## src/rtl/dsc_pkg.sv

```systemverilog
// Package of register map, field layout and encodings for the deadband shutdown control block.
package dsc_pkg;
    // ****************************************************************
    // Register indices; the byte address is four times the index.
    // ****************************************************************
    localparam logic [9:0] DSC_IDX_DB0 = 10'h0c1;
    localparam logic [9:0] DSC_IDX_DB1 = 10'h0c2;
    localparam logic [9:0] DSC_IDX_EN_POL = 10'h0c3;
    localparam logic [9:0] DSC_IDX_CH0_LVL = 10'h0c4;
    localparam logic [9:0] DSC_IDX_CH0_SD = 10'h0c5;
    localparam logic [9:0] DSC_IDX_CH1_LVL = 10'h0c6;
    localparam logic [9:0] DSC_IDX_CH1_SD = 10'h0c7;
    localparam logic [9:0] DSC_IDX_IRQ_STAT = 10'h0d0;
    localparam logic [9:0] DSC_IDX_IRQ_EN = 10'h0d1;
    localparam logic [9:0] DSC_IDX_IRQ_CLR = 10'h0d2;
    // ****************************************************************
    // Field positions, masks and reset values.
    // ****************************************************************
    localparam int DSC_SD_FLAG_BIT = 7;
    localparam int DSC_SD_ARS_BIT = 6;
    localparam int DSC_SD_DBM_HI_BIT = 5;
    localparam int DSC_SD_CMP_BIT = 2;
    localparam int DSC_SD_PIN_BIT = 1;
    localparam int DSC_SD_DIR_BIT = 0;
    localparam logic [7:0] DSC_SD_MASK = 8'hf7;
    localparam int DSC_LVL_B_LSB = 6;
    localparam int DSC_LVL_A_LSB = 4;
    localparam int DSC_LVL_SRC_LSB = 0;
    localparam int DSC_EN_STRIDE = 4;
    localparam int DSC_EN_BIT = 3;
    localparam int DSC_POLB_BIT = 2;
    localparam int DSC_POLA_BIT = 1;
    localparam logic [7:0] DSC_REG_RESET = 8'h00;
    localparam logic [5:0] DSC_DB_RESET = 6'h00;
    localparam logic [3:0] DSC_IRQ_RESET = 4'h0;
    localparam int DSC_IRQ_SD_LSB = 0;
    localparam int DSC_IRQ_RS_LSB = 2;
    // ****************************************************************
    // Shutdown level codes and source codes.
    // ****************************************************************
    localparam logic [1:0] DSC_LVL_HIGH = 2'h3;
    localparam logic [1:0] DSC_LVL_LOW = 2'h2;
    localparam logic [1:0] DSC_LVL_HIZ = 2'h1;
    localparam logic [1:0] DSC_LVL_DEADBAND = 2'h0;
    localparam logic [3:0] DSC_SRC_CMP1 = 4'h0;
    localparam logic [3:0] DSC_SRC_PWM_FIRST = 4'h1;
    localparam logic [3:0] DSC_SRC_PWM_LAST = 4'h6;
    localparam logic [3:0] DSC_SRC_EXT = 4'h7;
    localparam logic [3:0] DSC_SRC_T2 = 4'hf;
    // ****************************************************************
    // Synchroniser lanes for inputs from pins.
    // ****************************************************************
    localparam int DSC_SYNC_W = 4;
    localparam int DSC_SYNC_CMP1 = 0;
    localparam int DSC_SYNC_EXT = 1;
    localparam int DSC_SYNC_PIN0 = 2;
    localparam int DSC_SYNC_PIN1 = 3;
    typedef enum logic [1:0] {DSC_RUN, DSC_SHUT, DSC_WAIT_EDGE} dsc_state_type;
endpackage : dsc_pkg

```

## src/rtl/dsc_channel.sv

```systemverilog
// One complementary deadband channel with shutdown output levels.
`timescale 1ns/10ps
`default_nettype none
module dsc_channel #(
    parameter int CNT_W = 6
) (
    input wire logic i_core_clk,
    input wire logic i_rst_b,
    input wire logic i_enable,
    input wire logic i_wave,
    input wire logic [CNT_W-1:0] i_lead,
    input wire logic [CNT_W-1:0] i_trail,
    input wire logic i_pol_a,
    input wire logic i_pol_b,
    input wire logic i_shutdown,
    input wire logic [1:0] i_level_a,
    input wire logic [1:0] i_level_b,
    output logic o_out_a,
    output logic o_out_a_oe,
    output logic o_out_b,
    output logic o_out_b_oe
);
    localparam logic [CNT_W-1:0] CNT_MAX = '1;
    localparam logic [CNT_W-1:0] CNT_ZERO = '0;
    localparam logic [CNT_W-1:0] CNT_ONE = CNT_W'(1);

    dsc_pkg::dsc_state_type state, next_state;
    logic wave_q, next_wave_q;
    logic [CNT_W-1:0] cnt, next_cnt, sd_cnt, next_sd_cnt;
    logic next_out_a, next_out_a_oe, next_out_b, next_out_b_oe;
    logic rise, raw_a, raw_b, elapsed;

    // Pin value and enable for one output in a shutdown state.
    function automatic logic [1:0] shut_pin(input logic [1:0] code, input logic normal,
                                            input logic idle, input logic done);
        logic [1:0] res;
        res = {idle, 1'b1};
        unique case (code)
            dsc_pkg::DSC_LVL_HIGH: res = 2'h3;
            dsc_pkg::DSC_LVL_LOW: res = 2'h1;
            dsc_pkg::DSC_LVL_HIZ: res = 2'h0;
            dsc_pkg::DSC_LVL_DEADBAND: res = {(done ? idle : normal), 1'b1};
        endcase
        return res;
    endfunction : shut_pin

    // ****************************************************************
    // Deadband timing and shutdown sequencing.
    // ****************************************************************
    always_comb begin
        logic [1:0] pa, pb;
        pa = 2'h0;
        pb = 2'h0;
        next_wave_q = i_wave;
        rise = i_wave & ~wave_q;
        if (i_wave != wave_q) begin
            next_cnt = CNT_ZERO;
        end else if (cnt == CNT_MAX) begin
            next_cnt = cnt;
        end else begin
            next_cnt = cnt + CNT_ONE;
        end
        // Each output waits out its own deadband after the opposite edge.
        raw_a = wave_q & (cnt >= i_lead);
        raw_b = ~wave_q & (cnt >= i_trail);
        elapsed = sd_cnt >= i_lead;
        next_state = state;
        unique case (state)
            dsc_pkg::DSC_RUN: begin
                if (i_shutdown) begin
                    next_state = dsc_pkg::DSC_SHUT;
                end
            end
            dsc_pkg::DSC_SHUT: begin
                if (!i_shutdown) begin
                    next_state = dsc_pkg::DSC_WAIT_EDGE;
                end
            end
            dsc_pkg::DSC_WAIT_EDGE: begin
                if (i_shutdown) begin
                    next_state = dsc_pkg::DSC_SHUT;
                end else if (rise) begin
                    next_state = dsc_pkg::DSC_RUN;
                end
            end
        endcase
        if (state == dsc_pkg::DSC_RUN) begin
            next_sd_cnt = CNT_ZERO;
        end else if (sd_cnt == CNT_MAX) begin
            next_sd_cnt = sd_cnt;
        end else begin
            next_sd_cnt = sd_cnt + CNT_ONE;
        end
        if (!i_enable) begin
            next_out_a = i_pol_a;
            next_out_a_oe = 1'b1;
            next_out_b = i_pol_b;
            next_out_b_oe = 1'b1;
        end else if (state == dsc_pkg::DSC_RUN) begin
            next_out_a = raw_a ^ i_pol_a;
            next_out_a_oe = 1'b1;
            next_out_b = raw_b ^ i_pol_b;
            next_out_b_oe = 1'b1;
        end else begin
            // Levels hold through the wait for the first rising edge.
            pa = shut_pin(i_level_a, raw_a ^ i_pol_a, i_pol_a,
                          elapsed || state == dsc_pkg::DSC_WAIT_EDGE);
            pb = shut_pin(i_level_b, raw_b ^ i_pol_b, i_pol_b,
                          elapsed || state == dsc_pkg::DSC_WAIT_EDGE);
            next_out_a = pa[1];
            next_out_a_oe = pa[0];
            next_out_b = pb[1];
            next_out_b_oe = pb[0];
        end
    end

    always_ff @(posedge i_core_clk) begin
        if (!i_rst_b) begin
            state <= dsc_pkg::DSC_RUN;
            wave_q <= 1'b0;
            cnt <= CNT_ZERO;
            sd_cnt <= CNT_ZERO;
            o_out_a <= 1'b0;
            o_out_a_oe <= 1'b1;
            o_out_b <= 1'b0;
            o_out_b_oe <= 1'b1;
        end else begin
            state <= next_state;
            wave_q <= next_wave_q;
            cnt <= next_cnt;
            sd_cnt <= next_sd_cnt;
            o_out_a <= next_out_a;
            o_out_a_oe <= next_out_a_oe;
            o_out_b <= next_out_b;
            o_out_b_oe <= next_out_b_oe;
        end
    end
endmodule : dsc_channel
`default_nettype wire

```

## src/rtl/dsc_top.sv

```systemverilog
// Deadband shutdown control for channels 0 and 1 with an APB register slave.
//
// Notes on behaviour
// - Bit 7 of each shutdown control register reads 1 during a shutdown event.
// - Bit 6 enables automatic restart from shutdown.
// - Channel 0 mode 0x: lead from count 0, trail count 1; else both count 0.
// - Channel 1 always takes both deadbands from count 1.
// - Bit 2 set: high synchronized comparator output forces shutdown.
// - Bit 1 set: high channel shutdown pin forces shutdown.
// - Channel 0 bit 0 routes output A to its dedicated pin, else alternate pin.
// - Shutdown B level: 11 high, 10 low, 01 tri-state, polarity ignored.
// - Level 00 goes inactive after the deadband, polarity still applied.
// - Bits 5:4 give output A's shutdown level, same coding as B.
// - Source codes: comparator 1, PWM 0 to 5, external, timer-2; others reserved.
// - Automatic restart clears the flag once all enabled sources are low.
// - After clearing, shutdown levels hold until the source's next rising edge.
`timescale 1ns/10ps
`default_nettype none
module dsc_top #(
    parameter int ADDR_W = 12,
    parameter int CNT_W = 6
) (
    input wire logic i_core_clk,
    input wire logic i_rst_b,
    input wire logic i_psel,
    input wire logic i_penable,
    input wire logic i_pwrite,
    input wire logic [ADDR_W-1:0] i_paddr,
    input wire logic [31:0] i_pwdata,
    output logic [31:0] o_prdata,
    output logic o_pready,
    output logic o_pslverr,
    input wire logic i_comparator_out_synced,
    input wire logic i_comparator_one,
    input wire logic i_ext_wave,
    input wire logic [5:0] i_pwm,
    input wire logic i_timer2_compare_out,
    input wire logic i_ch0_shutdown_pin,
    input wire logic i_ch1_shutdown_pin,
    output logic o_ch0_out_a,
    output logic o_ch0_out_a_oe,
    output logic o_ch0_alt_out,
    output logic o_ch0_alt_out_oe,
    output logic o_ch0_out_b,
    output logic o_ch0_out_b_oe,
    output logic o_ch1_out_a,
    output logic o_ch1_out_a_oe,
    output logic o_ch1_out_b,
    output logic o_ch1_out_b_oe,
    output logic o_irq
);
    localparam int W = dsc_pkg::DSC_SYNC_W;

    // ****************************************************************
    // Pin synchronisers.
    // ****************************************************************
    logic [W-1:0] sync1, sync2, sync3, pin_f;
    logic [W-1:0] next_sync1, next_pin_f;

    always_comb begin
        next_sync1[dsc_pkg::DSC_SYNC_CMP1] = i_comparator_one;
        next_sync1[dsc_pkg::DSC_SYNC_EXT] = i_ext_wave;
        next_sync1[dsc_pkg::DSC_SYNC_PIN0] = i_ch0_shutdown_pin;
        next_sync1[dsc_pkg::DSC_SYNC_PIN1] = i_ch1_shutdown_pin;
        // A change is accepted only once the last two stages agree.
        next_pin_f = (~(sync2 ^ sync3) & sync3) | ((sync2 ^ sync3) & pin_f);
    end

    always_ff @(posedge i_core_clk) begin
        if (!i_rst_b) begin
            sync1 <= '0;
            sync2 <= '0;
            sync3 <= '0;
            pin_f <= '0;
        end else begin
            sync1 <= next_sync1;
            sync2 <= sync1;
            sync3 <= sync2;
            pin_f <= next_pin_f;
        end
    end

    // ****************************************************************
    // Registers and APB slave.
    // ****************************************************************
    logic [7:0] sd_ctrl [2];
    logic [7:0] next_sd_ctrl [2];
    logic [7:0] lvl [2];
    logic [7:0] next_lvl [2];
    logic [7:0] en_pol, next_en_pol;
    logic [CNT_W-1:0] db0, db1, next_db0, next_db1;
    logic [3:0] irq_stat, irq_en, next_irq_stat, next_irq_en;
    logic next_irq, next_pready, next_pslverr;
    logic [31:0] next_prdata;
    logic [9:0] idx;
    logic wr, mapped;
    logic [7:0] rd_val;
    logic [1:0] active, sd_evt, rs_evt;
    logic [9:0] sd_idx [2];
    logic [9:0] lvl_idx [2];

    assign sd_idx[0] = dsc_pkg::DSC_IDX_CH0_SD;
    assign sd_idx[1] = dsc_pkg::DSC_IDX_CH1_SD;
    assign lvl_idx[0] = dsc_pkg::DSC_IDX_CH0_LVL;
    assign lvl_idx[1] = dsc_pkg::DSC_IDX_CH1_LVL;

    always_comb begin
        idx = i_paddr[11:2];
        wr = i_psel & i_penable & o_pready & i_pwrite;
        mapped = (i_paddr[1:0] == 2'h0) && ((i_paddr >> 12) == '0);
        rd_val = 8'h00;
        unique case (idx)
            dsc_pkg::DSC_IDX_DB0: rd_val = 8'(db0);
            dsc_pkg::DSC_IDX_DB1: rd_val = 8'(db1);
            dsc_pkg::DSC_IDX_EN_POL: rd_val = en_pol;
            dsc_pkg::DSC_IDX_CH0_LVL: rd_val = lvl[0];
            dsc_pkg::DSC_IDX_CH0_SD: rd_val = sd_ctrl[0];
            dsc_pkg::DSC_IDX_CH1_LVL: rd_val = lvl[1];
            dsc_pkg::DSC_IDX_CH1_SD: rd_val = sd_ctrl[1];
            dsc_pkg::DSC_IDX_IRQ_STAT: rd_val = 8'(irq_stat);
            dsc_pkg::DSC_IDX_IRQ_EN: rd_val = 8'(irq_en);
            dsc_pkg::DSC_IDX_IRQ_CLR: rd_val = 8'h00;
            default: mapped = 1'b0;
        endcase
        // Answer is prepared in the setup cycle and shown in the access cycle.
        next_pready = i_psel & ~i_penable;
        next_pslverr = i_psel & ~i_penable & ~mapped;
        next_prdata = (i_psel & ~i_penable & ~i_pwrite & mapped) ? 32'(rd_val) : 32'h0;
        next_db0 = (wr && idx == dsc_pkg::DSC_IDX_DB0) ? i_pwdata[CNT_W-1:0] : db0;
        next_db1 = (wr && idx == dsc_pkg::DSC_IDX_DB1) ? i_pwdata[CNT_W-1:0] : db1;
        next_en_pol = (wr && idx == dsc_pkg::DSC_IDX_EN_POL) ? i_pwdata[7:0] : en_pol;
        next_irq_en = (wr && idx == dsc_pkg::DSC_IDX_IRQ_EN) ? i_pwdata[3:0] : irq_en;
        for (int c = 0; c < 2; c++) begin
            next_lvl[c] = (wr && idx == lvl_idx[c]) ? i_pwdata[7:0] : lvl[c];
            active[c] = (sd_ctrl[c][dsc_pkg::DSC_SD_CMP_BIT] & i_comparator_out_synced)
                | (sd_ctrl[c][dsc_pkg::DSC_SD_PIN_BIT]
                   & pin_f[dsc_pkg::DSC_SYNC_PIN0 + c]);
            next_sd_ctrl[c] = sd_ctrl[c];
            if (wr && idx == sd_idx[c]) begin
                next_sd_ctrl[c] = i_pwdata[7:0] & dsc_pkg::DSC_SD_MASK;
            end
            // A live source beats both a software clear and the restart.
            if (active[c]) begin
                next_sd_ctrl[c][dsc_pkg::DSC_SD_FLAG_BIT] = 1'b1;
            end else if (sd_ctrl[c][dsc_pkg::DSC_SD_ARS_BIT]
                         && sd_ctrl[c][dsc_pkg::DSC_SD_FLAG_BIT]) begin
                next_sd_ctrl[c][dsc_pkg::DSC_SD_FLAG_BIT] = 1'b0;
            end
            sd_evt[c] = next_sd_ctrl[c][dsc_pkg::DSC_SD_FLAG_BIT]
                & ~sd_ctrl[c][dsc_pkg::DSC_SD_FLAG_BIT];
            rs_evt[c] = ~next_sd_ctrl[c][dsc_pkg::DSC_SD_FLAG_BIT]
                & sd_ctrl[c][dsc_pkg::DSC_SD_FLAG_BIT];
        end
        next_irq_stat = irq_stat;
        if (wr && idx == dsc_pkg::DSC_IDX_IRQ_CLR) begin
            next_irq_stat = irq_stat & ~i_pwdata[3:0];
        end
        // New events win over a clear in the same cycle.
        next_irq_stat[dsc_pkg::DSC_IRQ_SD_LSB +: 2] =
            next_irq_stat[dsc_pkg::DSC_IRQ_SD_LSB +: 2] | sd_evt;
        next_irq_stat[dsc_pkg::DSC_IRQ_RS_LSB +: 2] =
            next_irq_stat[dsc_pkg::DSC_IRQ_RS_LSB +: 2] | rs_evt;
        next_irq = |(next_irq_stat & next_irq_en);
    end

    always_ff @(posedge i_core_clk) begin
        if (!i_rst_b) begin
            for (int c = 0; c < 2; c++) begin
                sd_ctrl[c] <= dsc_pkg::DSC_REG_RESET;
                lvl[c] <= dsc_pkg::DSC_REG_RESET;
            end
            en_pol <= dsc_pkg::DSC_REG_RESET;
            db0 <= CNT_W'(dsc_pkg::DSC_DB_RESET);
            db1 <= CNT_W'(dsc_pkg::DSC_DB_RESET);
            irq_stat <= dsc_pkg::DSC_IRQ_RESET;
            irq_en <= dsc_pkg::DSC_IRQ_RESET;
            o_irq <= 1'b0;
            o_pready <= 1'b0;
            o_pslverr <= 1'b0;
            o_prdata <= 32'h0;
        end else begin
            for (int c = 0; c < 2; c++) begin
                sd_ctrl[c] <= next_sd_ctrl[c];
                lvl[c] <= next_lvl[c];
            end
            en_pol <= next_en_pol;
            db0 <= next_db0;
            db1 <= next_db1;
            irq_stat <= next_irq_stat;
            irq_en <= next_irq_en;
            o_irq <= next_irq;
            o_pready <= next_pready;
            o_pslverr <= next_pslverr;
            o_prdata <= next_prdata;
        end
    end

    // ****************************************************************
    // Source selection and deadband selection.
    // ****************************************************************
    function automatic logic pick_wave(input logic [3:0] code, input logic [5:0] pwm,
                                       input logic cmp1, input logic ext, input logic t2);
        logic res;
        res = 1'b0;
        if (code == dsc_pkg::DSC_SRC_CMP1) begin
            res = cmp1;
        end else if (code == dsc_pkg::DSC_SRC_EXT) begin
            res = ext;
        end else if (code == dsc_pkg::DSC_SRC_T2) begin
            res = t2;
        end else if (code >= dsc_pkg::DSC_SRC_PWM_FIRST && code <= dsc_pkg::DSC_SRC_PWM_LAST) begin
            res = pwm[3'(code - dsc_pkg::DSC_SRC_PWM_FIRST)];
        end
        return res;
    endfunction : pick_wave

    logic [1:0] wave;
    logic [CNT_W-1:0] lead [2];
    logic [CNT_W-1:0] trail [2];
    logic [1:0] out_a, out_a_oe, out_b, out_b_oe;

    always_comb begin
        for (int c = 0; c < 2; c++) begin
            wave[c] = pick_wave(lvl[c][dsc_pkg::DSC_LVL_SRC_LSB +: 4], i_pwm,
                                pin_f[dsc_pkg::DSC_SYNC_CMP1], pin_f[dsc_pkg::DSC_SYNC_EXT],
                                i_timer2_compare_out);
        end
        lead[0] = db0;
        trail[0] = sd_ctrl[0][dsc_pkg::DSC_SD_DBM_HI_BIT] ? db0 : db1;
        lead[1] = db1;
        trail[1] = db1;
    end

    // ****************************************************************
    // Channels.
    // ****************************************************************
    for (genvar c = 0; c < 2; c++) begin : g_ch
        dsc_channel #(
            .CNT_W(CNT_W)
        ) u_channel (
            .i_core_clk(i_core_clk),
            .i_rst_b(i_rst_b),
            .i_enable(en_pol[c * dsc_pkg::DSC_EN_STRIDE + dsc_pkg::DSC_EN_BIT]),
            .i_wave(wave[c]),
            .i_lead(lead[c]),
            .i_trail(trail[c]),
            .i_pol_a(en_pol[c * dsc_pkg::DSC_EN_STRIDE + dsc_pkg::DSC_POLA_BIT]),
            .i_pol_b(en_pol[c * dsc_pkg::DSC_EN_STRIDE + dsc_pkg::DSC_POLB_BIT]),
            .i_shutdown(sd_ctrl[c][dsc_pkg::DSC_SD_FLAG_BIT]),
            .i_level_a(lvl[c][dsc_pkg::DSC_LVL_A_LSB +: 2]),
            .i_level_b(lvl[c][dsc_pkg::DSC_LVL_B_LSB +: 2]),
            .o_out_a(out_a[c]),
            .o_out_a_oe(out_a_oe[c]),
            .o_out_b(out_b[c]),
            .o_out_b_oe(out_b_oe[c])
        );
    end

    // ****************************************************************
    // Output pin stage.
    // ****************************************************************
    logic next_a0, next_a0_oe, next_alt0, next_alt0_oe;

    always_comb begin
        // The unused pin of channel 0's A pair is released.
        next_a0 = out_a[0];
        next_alt0 = out_a[0];
        next_a0_oe = out_a_oe[0] & sd_ctrl[0][dsc_pkg::DSC_SD_DIR_BIT];
        next_alt0_oe = out_a_oe[0] & ~sd_ctrl[0][dsc_pkg::DSC_SD_DIR_BIT];
    end

    always_ff @(posedge i_core_clk) begin
        if (!i_rst_b) begin
            o_ch0_out_a <= 1'b0;
            o_ch0_out_a_oe <= 1'b0;
            o_ch0_alt_out <= 1'b0;
            o_ch0_alt_out_oe <= 1'b0;
            o_ch0_out_b <= 1'b0;
            o_ch0_out_b_oe <= 1'b0;
            o_ch1_out_a <= 1'b0;
            o_ch1_out_a_oe <= 1'b0;
            o_ch1_out_b <= 1'b0;
            o_ch1_out_b_oe <= 1'b0;
        end else begin
            o_ch0_out_a <= next_a0;
            o_ch0_out_a_oe <= next_a0_oe;
            o_ch0_alt_out <= next_alt0;
            o_ch0_alt_out_oe <= next_alt0_oe;
            o_ch0_out_b <= out_b[0];
            o_ch0_out_b_oe <= out_b_oe[0];
            o_ch1_out_a <= out_a[1];
            o_ch1_out_a_oe <= out_a_oe[1];
            o_ch1_out_b <= out_b[1];
            o_ch1_out_b_oe <= out_b_oe[1];
        end
    end
endmodule : dsc_top
`default_nettype wire

```

## config.mk

```make
export PLATFORM = sky130hd
export DESIGN_NAME = dsc_top
export DESIGN_NICKNAME = d
export VERILOG_FILES = /design/src/rtl/dsc_pkg.sv /design/src/rtl/dsc_channel.sv /design/src/rtl/dsc_top.sv
export SDC_FILE = /design/constraint.sdc
export NUM_CORES = 1
export LEC_CHECK = 0
export ABC_AREA = 1
export CORE_MARGIN = 3
export CORE_UTILIZATION = 40
export DETAILED_ROUTE_END_ITERATION = 12
export DONT_BUFFER_PORTS = 1
export PLACE_DENSITY = 0.54
export RECOVER_POWER = 50
export SETUP_SLACK_MARGIN = 0.02
export SLEW_MARGIN = 30
export SYNTH_ARGS = -nofsm -noshare
export SYNTH_HDL_FRONTEND = slang
export SYNTH_SLANG_ARGS = --single-unit
```

## constraint.sdc

```tcl
create_clock -name i_core_clk -period 2 [get_ports i_core_clk]
set_input_delay 0.4 -clock i_core_clk [delete_from_list [all_inputs] [get_ports i_core_clk]]
set_output_delay 0.4 -clock i_core_clk [all_outputs]
set_load 0.05 [all_outputs]
```

==> metrics, run 1 <==
outcome=complete, but fails checks; failing checks=negative setup slack; remaining antenna violation count=0; Setup Crit Path Kind=flop to flop; die width=136 µm; share of cells above drive strength 1=0.134; Slew @ Worst Pin=0.711 ns; Register Area=2660 µm²; Slowest cell on crit path=dfxtp_2; gate count after technology mapping=926; Synth cell types=42; routed wire length=18.3 mm; Starting Density=0.417; crit end category=flop; startpoint types=flop; synth warn=0; Arrival @ worst endpoint=2.35 ns; Final Net Count=1,071; Placement Setup Slack=-0.227 ns; Placer Congestion=0.839; synthesized area=6770 µm²; number of max-cap violations=0; later-pin clock latency in the skew report=0.42 ns; first-pass GRT wire length=29.0 mm; Worst Path Required=2.33 ns; CTS tree=done; vias in the first global route=5,524; RSZ-0062 raised after global routing=true; top_reg_cell synth=dfxtp_1; WL per Instance=15.3 µm; n_diodes=0; largest net degree at the start of global routing=79; Post-synth EDFFs=0; Pleak=0.00344 µW; 1st-iter DRT viols=324; final setup fails=1; final core utilization=0.487; post-synthesis sequential area ratio=0.390; CP Cell Sequence=inv_4 -> buf_6 -> ha_4 -> o211ai_1 -> o31ai_1 -> nand3b_1 -> nand2_1 -> a21oi_2 -> a21oi_4 -> ha_4 -> nand2_8 -> a311oi_2; fillcell total=1,725; Slew HR=0.526; clock transition at the registers of the reported paths=0.06 ns; Final period util=1.01; hold crit path type=input port to flop; CTS root buffer=clkbuf_16; Die Y=136 µm; die area=18,500 µm²; final hold vios=0; vias per inst=4.95; #FFs+latches synth=132; total CTS buffers=17; biggest area consumer among synthesized cells=dfxtp_1; Worst VDD drop=0.582 mV; multi-input logic area=3610 µm²; Yosys top cell area share=0.390; # DRC=0; CP Max Fanout=6; initial antenna violation count=0; num rows=46; synthesized area per cell=7.31 µm²; f_max=496 MHz; Vias=5,907; # hold bufs at CTS=0; Detail Placement HPWL=13.5 mm; Clock Skew=0.00928 ns; synth top area cells=dfxtp_1 39%, nand2_1 9.0%, ha_1 8.5%; fin worst setup slack=-0.0151 ns; cell family with most CP delay=compound AO/OA/AOI/OAI gates; Port-buffer cells=0; Tot GR Track Use=0.203; core area=16,200 µm²; router iterations before antenna repair=5; synthesis-to-finish area growth=16.7%; asr flop ratio synth=0; WP buf/inv=2; Pins Over Slew Limit=0; Clock Sinks=132; htree depth=4; grt ovf=0; CTS Buffer Depth=2; minimum clock period=2.02 ns; slowest stage delay, CP=0.36 ns; Top cell by count, worst path=ha_4; I/O pins=106; PwrDens=757 nW/µm²
## registers in the layout, indices dropped and copies added, names as in the netlist, 6 cells and up, named ones only
| name | count |
|---|---|
| lvl | 16 |
| sd_ctrl | 14 |
| g_ch.u_channel.cnt | 12 |
| g_ch.u_channel.sd_cnt | 12 |
| en_pol | 8 |
| o_prdata | 8 |
| db0 | 6 |
| db1 | 6 |
## per-layer routing
metal  wire, µm  track usage
met1       8380        0.270
met2       8570        0.329
met3       1010       0.0477
met4        318       0.0594
met5          0            0
## cells in the mapped netlist (10+ instances only)
cell,n
dfxtp_1,132
a21oi_1,102
clkbuf_1,13
nor3_1,11
nand2_1,163
buf_4,28
nand3_1,35
o22ai_1,10
o21ai_0,90
ha_1,46
inv_1,129
nor2_1,85
## report_power, final
group | switching, µW | total (µW) | internal [µW]
registers | 36.7 | 2690 | 2650
logic | 231 | 303 | 71.5
clock network | 1260 | 2990 | 1730
total | 1530 | 5980 | 4460
## cell families (layout without fill, tap and decap cells)
| logic type | Yosys count | after routing | share of synthesized area |
|---|---|---|---|
| flops | 132 | 132 | 0.390 |
| buf+inv | 177 | 205 | 0.114 |
| fa+ha+maj | 46 | 46 | 0.0850 |
| other cells | 1 | 24 | 0.000554 |
| xor+xnor | 9 | 9 | 0.0116 |
| compound gates | 237 | 237 | 0.189 |
| simple gates | 324 | 324 | 0.209 |
## layout make-up
cell class | instances | area share
multi-input combinational | 640 | 0.457
clock buffer | 19 | 0.0548
inverter | 133 | 0.0642
tap | 216 | 0.0342
timing repair buffer | 40 | 0.0374
sequential | 132 | 0.336
clock inverter | 13 | 0.0160
## final timing paths
check,start,to,slack (ns),cells after the start
max,lvl[0][0],g_ch[0].u_channel.cnt[5],-0.02,12
min,i_penable,o_pready,0.07,1
max reg2reg,lvl[0][0],g_ch[0].u_channel.cnt[5],-0.02,12
min reg2reg,sync1[0],sync2[0],0.41,2
## layout by cell type (no fill, tap or decap), types with 3 or more instances in the layout
cell and instances:
o21ai_1 13, buf_6 4, nor4_1 3, xor2_1 6
inv_1 118, nor2_4 5, ha_1 38, inv_6 3
inv_2 12, a21oi_1 96, o211ai_1 5, o21ai_0 83
nand2_2 6, conb_1 24, nor2_2 4, nor2_1 84
a21boi_0 3, ha_4 7, o22ai_1 10, nand2_1 161
inv_4 3, dfxtp_2 7, clkbuf_16 17, clkinvlp_4 3
clkinv_4 3, nand3_1 36, clkbuf_1 6, o21a_1 4
a21oi_2 6, dfxtp_1 124, nand4_1 5, buf_4 30
a211oi_1 4, nor3_1 10
## what timing repair did
item | in CTS | in global routing
buffers inserted | 1 | 2
pin swaps | 17 | 21
endpoints found under the setup margin | 12 | 17
resized for setup | 27 | 34
## through the flow
| step | hold WS, ns | total power (µW) | TNS, ns | instance area (µm²) | cells |
|---|---|---|---|---|---|
| after floorplan | 0.390 | 3030 | 0 | 6870 | 949 |
| after global placement | 0.391 | 3040 | -1.11 | 7150 | 1159 |
| after detailed placement | 0.400 | 3040 | -1.53 | 7150 | 1159 |
| after CTS | 0.0569 | 6040 | -0.0217 | 7830 | 1191 |
| after global routing | 0.0566 | 6190 | -1.12 | 7900 | 1193 |
| final | 0.0685 | 5980 | -0.0151 | 7900 | 1193 |
No activity file was read; power rests on OpenSTA's default activity.
==> run 2, diff against run 1 <==
CORE_ASPECT_RATIO = 0.7   (was not set)
CORE_UTILIZATION = 50   (was 40)
PLACE_DENSITY = 0.66   (was 0.54)
==> run 2 against run 1 <==
Net effect: the run still ends with negative setup slack left; worst hold slack better by 0.0047 ns; wire length decreased by 4.9%; clock power about the same; critical endpoint is now g_ch[0].u_channel.cnt[2]; largest power group unchanged; highest routed layer unchanged.
==> metrics, run 2 (synthesized netlist as in run 1, its figures left out) <==
outcome=complete, but fails checks; failing checks=negative setup slack; synthesis-to-finish area growth=14.1%; Slew @ Worst Pin=0.588 ns; number of max-cap violations=0; Slew HR=0.607; vias per inst=5.17; Setup TNS=-0.0142 ns; Internal=4470 µW; Worst Path Required=2.31 ns; largest net degree at the start of global routing=79; remaining antenna violation count=0; Reg2Reg Setup Slack=-0.008 ns; Min-Delay Startpoint=i_penable; total CTS buffers=17; share of cells above drive strength 1=0.121; die area=15,000 µm²; Arrival @ worst endpoint=2.32 ns; Placement Setup Slack=-0.128 ns; router iterations before antenna repair=5; clock transition at the registers of the reported paths=0.06 ns; final setup fails=3; Pins Over Slew Limit=0; Starting Density=0.529; minimum clock period=2.01 ns; num rows=34; Detail Placement HPWL=12.7 mm; Seq pwr share=0.450; crit end category=flop; CP Max Fanout=6; f_max=498 MHz; PwrDens=774 nW/µm²; die width=145 µm; CTS root buffer=clkbuf_16; Hold Path End=o_pready; grt ovf=0; routed wire length=17.4 mm; P_sw=1510 µW; Pleak=0.00341 µW; Biggest register=lvl; first-pass GRT wire length=27.9 mm; startpoint types=flop; # DRC=0; RSZ-0062 raised after global routing=true; Final Net Count=1,066; Worst VDD drop=0.624 mV; Clock power frac=0.502; reg-to-reg startpoint=lvl[0][0]; Setup Crit Path Kind=flop to flop; CTS tree=done; R2R cell count=14; Placer Congestion=0.964; vias in the first global route=5,377; initial antenna violation count=0; commonest non-fill, non-tap cell in the layout=nand2_1; Comb power frac=0.048; Clock Skew=0.00876 ns; Tot GR Track Use=0.236; CTS Buffer Depth=2; n_diodes=0; Die Y=103 µm; hold crit path type=input port to flop; WL per Instance=15.1 µm; most frequent cells in the layout=162 x nand2_1, 124 x dfxtp_1, 120 x inv_1, 97 x a21oi_1; later-pin clock latency in the skew report=0.42 ns; core area=12,800 µm²; fin worst setup slack=-0.00834 ns; final hold vios=0; switching power share of the total=0.252; Final period util=1.00; # hold bufs at CTS=0; hold path cells=1; FF-to-FF End=g_ch[0].u_channel.cnt[2]; biggest regs=lvl (16), sd_ctrl (14); 1st-iter DRT viols=407; htree depth=4; I/O pins=106; Clock Sinks=132; max reg flops=16; Vias=5,954; Port-buffer cells=0
==> run 2: cell types whose count changed in the layout (fill, tap and decap cells not counted), sizes merged <==
| cell | delta |
|---|---|
| inv | -1 |
| clkbuf | -3 |
| buf | -3 |
| clkinvlp | +2 |
==> run 2: per-stage QoR <==
step            util  instance area (µm²)  hold WS [ns]  power [µW]  std cells
2_1_floorplan      -                 6870         0.390        3030        949
3_3_place_gp   0.552                 7070         0.395        3030       1118
3_5_place_dp   0.552                 7070         0.397        3030       1118
4_1_cts        0.604                 7730        0.0601        6000       1152
5_1_grt        0.603                 7720        0.0609        6150       1152
6_report       0.603                 7720        0.0732        5980       1152
==> run 2: critical path: stages, from the launching register on <==
cell and delay [ns]:
dfxtp_2 0.35, inv_4 0.05, ha_2 0.20, inv_1 0.05
nor2_1 0.03, o31ai_1 0.20, nand3b_1 0.11, nand2_1 0.09
a21oi_2 0.07, a21oi_2 0.19, ha_1 0.30, nand2_4 0.10
nor2_1 0.04, o21ai_1 0.06, inv_1 0.04
==> run 2: area by class of cell <==
cell class,instances,area (µm²)
clock buffer,18,439
clock inverter,14,130
fill,1181,5080
inverter,133,504
multi-input combinational,640,3510
sequential,132,2660
tap,180,225
timing repair buffer,35,259
==> run 2: what timing repair did <==
action	4_1_cts	5_1_grt
setup buffers	2	0
pin swaps	15	13
resized for setup	21	18
endpoints found under the setup margin	13	16
gates cloned	0	0
==> run 2: routing by layer <==
metal  vias up  global-route usage  part of all wire
met5         -                   0                 0
met4         0              0.0715            0.0070
met3        10              0.0605             0.094
met2       220               0.357              0.42
met1      2657               0.335              0.48
li1       3067                   -                 -
==> run 2: worst max-delay path by stage <==
stage / from / endpoint / slack, ns / cells after the start
floorplan: lvl[0][8] / g_ch[1].u_channel.cnt[2] / 0.01 / 15
global placement: lvl[0][8] / g_ch[1].u_channel.cnt[2] / -0.09 / 15
global route: lvl[0][9] / g_ch[1].u_channel.cnt[5] / -0.14 / 14
finish: lvl[0][0] / g_ch[0].u_channel.cnt[2] / -0.008 / 14
detailed placement: lvl[0][8] / g_ch[1].u_channel.cnt[2] / -0.13 / 15
CTS: lvl[0][0] / g_ch[0].u_channel.cnt[2] / -0.01 / 14
==> run 2: power by group through the flow <==
stage               clock network [µW]  registers [µW]  logic [µW]
floorplan                            0            2750         285
global placement                     0            2750         278
detailed placement                   0            2750         281
CTS                               3030            2690         285
global route                      3140            2690         316
finish                            3000            2690         285
==> run 3, diff against run 2 <==
MAX_ROUTING_LAYER = met4   (was not set)
==> run 3 against run 2 <==
Net effect: the run still ends with negative setup slack left; final area up 2.8%; worst setup slack worse by 0.064 ns; non-clock buffer count increased by 1; global-route usage is 1.3 points higher; clock power grew 23%; combinational power grew 3%; clock skew grew 0.00082 ns; die area stayed put; clock-buffer cell count is 1 higher; cell count barely moved; total power grew 12%; critical path type unchanged; critical endpoint unchanged.
==> metrics, run 3 (synthesized netlist as in run 1, its figures left out) <==
Port-buffer cells=0; Final Net Count=1,067; CTS Buffer Depth=2; crit end category=flop; remaining antenna violation count=0; later-pin clock latency in the skew report=0.42 ns; Arrival @ worst endpoint=2.38 ns; Slew HR=0.607; total CTS buffers=17; R2R cell count=14; f_max=483 MHz; first-pass GRT wire length=28.7 mm; vias in the first global route=5,523; routed wire length=18.0 mm; # hold bufs at CTS=0; fin area=7940 µm²; Setup TNS=-0.119 ns; Starting Density=0.529; Placer Congestion=0.947; WL per Instance=15.6 µm; minimum clock period=2.07 ns; I/O pins=106; core area=12,800 µm²; router iterations before antenna repair=8; PwrDens=839 nW/µm²; hold path cells=1; Hold Path End=o_pready; Worst Path Required=2.30 ns; dpl cells=1,119; Final period util=1.04; # DRC=0; fin worst setup slack=-0.0725 ns; Setup Crit Path Kind=flop to flop; CTS tree=done; RSZ-0062 raised after global routing=true; Cell Area, Placed=7080 µm²; Vias=6,101; Clock Skew=0.00958 ns; grt ovf=0; vias per inst=5.29; largest net degree at the start of global routing=79; CTS root buffer=clkbuf_16; failing checks=negative setup slack; reg-to-reg startpoint=lvl[0][0]; die area=15,000 µm²; Register Area=2660 µm²; hold crit path type=input port to flop; htree depth=4; synthesis-to-finish area growth=17.3%; final setup fails=2; Post-Layout Cell Count=1,153; 1st-iter DRT viols=527; Worst VDD drop=0.512 mV; multi-input logic area=3570 µm²; most frequent cells in the layout=158 x nand2_1, 120 x dfxtp_1, 116 x inv_1, 95 x a21oi_1, 87 x nor2_1; Slew @ Worst Pin=0.593 ns; startpoint types=flop; Clock Sinks=132; Biggest register=lvl; CP Max Fanout=6; Tot GR Track Use=0.249; die width=145 µm; Reg2Reg Setup Slack=-0.07 ns; Min-Delay Startpoint=i_penable; commonest non-fill, non-tap cell in the layout=nand2_1; initial antenna violation count=1; num rows=34; Total Power=6670 µW; Die Y=103 µm; outcome=complete, but fails checks; Pins Over Slew Limit=0; final hold vios=0; fillcell total=1,192; biggest regs=lvl (16), sd_ctrl (14); Pleak=0.00351 µW; share of cells above drive strength 1=0.139; number of max-cap violations=0; clock transition at the registers of the reported paths=0.06 ns; FF-to-FF End=g_ch[0].u_channel.cnt[2]; max reg flops=16; Detail Placement HPWL=12.8 mm
-- run 3: what timing repair did --
action                     CTS  global route
pin swaps                   18            20
hold endpoints to repair     0             0
resized for setup           26            46
gates cloned                 0             0
setup endpoints to repair   12            18
buffers inserted             4             2
-- run 3: layer usage --
metal	up-vias	share of wire	global-route usage	wire length [µm]
met2	226	0.42	0.371	7510
met1	2787	0.48	0.350	8600
met5	-	0	-	0
met3	27	0.089	0.0457	1600
li1	3061	-	-	-
met4	0	0.014	0.0693	254
-- run 3: worst max-delay path by stage --
stage                                    end  slack (ns)  startpoint
floorplan           g_ch[1].u_channel.cnt[2]        0.01   lvl[0][8]
CTS                 g_ch[0].u_channel.cnt[2]       -0.05   lvl[0][0]
global placement    g_ch[0].u_channel.cnt[2]       -0.09   lvl[0][1]
finish              g_ch[0].u_channel.cnt[2]       -0.07   lvl[0][0]
detailed placement  g_ch[0].u_channel.cnt[2]       -0.12   lvl[0][1]
global route        g_ch[0].u_channel.cnt[2]       -0.17   lvl[0][0]
-- run 3: per-stage QoR --
stage	hold slack (ns)	utilization	setup slack, ns
floorplan	0.390	-	0.0147
global placement	0.395	0.553	-0.0906
detailed placement	0.398	0.553	-0.123
CTS	0.0699	0.617	-0.0467
global route	0.0756	0.620	-0.169
finish	0.0759	0.620	-0.0725
-- run 3: cell type report --
| class | instances | area share |
|---|---|---|
| clock buffer | 19 | 0.0558 |
| timing repair buffer | 36 | 0.0339 |
| tap | 180 | 0.0284 |
| sequential | 132 | 0.335 |
| inverter | 133 | 0.0648 |
| multi-input combinational | 640 | 0.450 |
| antenna | 1 | 0.000315 |
| clock inverter | 12 | 0.0315 |
-- run 3: power breakdown --
part	switching, µW	leakage [µW]	internal [µW]
Combinational	226	0.00210	67.4
Sequential	36.3	0.00107	2650
Clock	1180	0.000338	2500
Total	1440	0.00351	5220
-- run 3: critical path, cell delays in order (launching register included) --
cell and delay [ns]:
dfxtp_2 0.35, inv_4 0.05, buf_6 0.12, ha_4 0.14, o211ai_1 0.16, o31ai_1 0.10, nand3b_1 0.10, nand2_1 0.08
a21oi_2 0.20, a21oi_2 0.08, ha_1 0.31, nand2_4 0.13, nor2_1 0.05, o21ai_1 0.06, inv_1 0.04
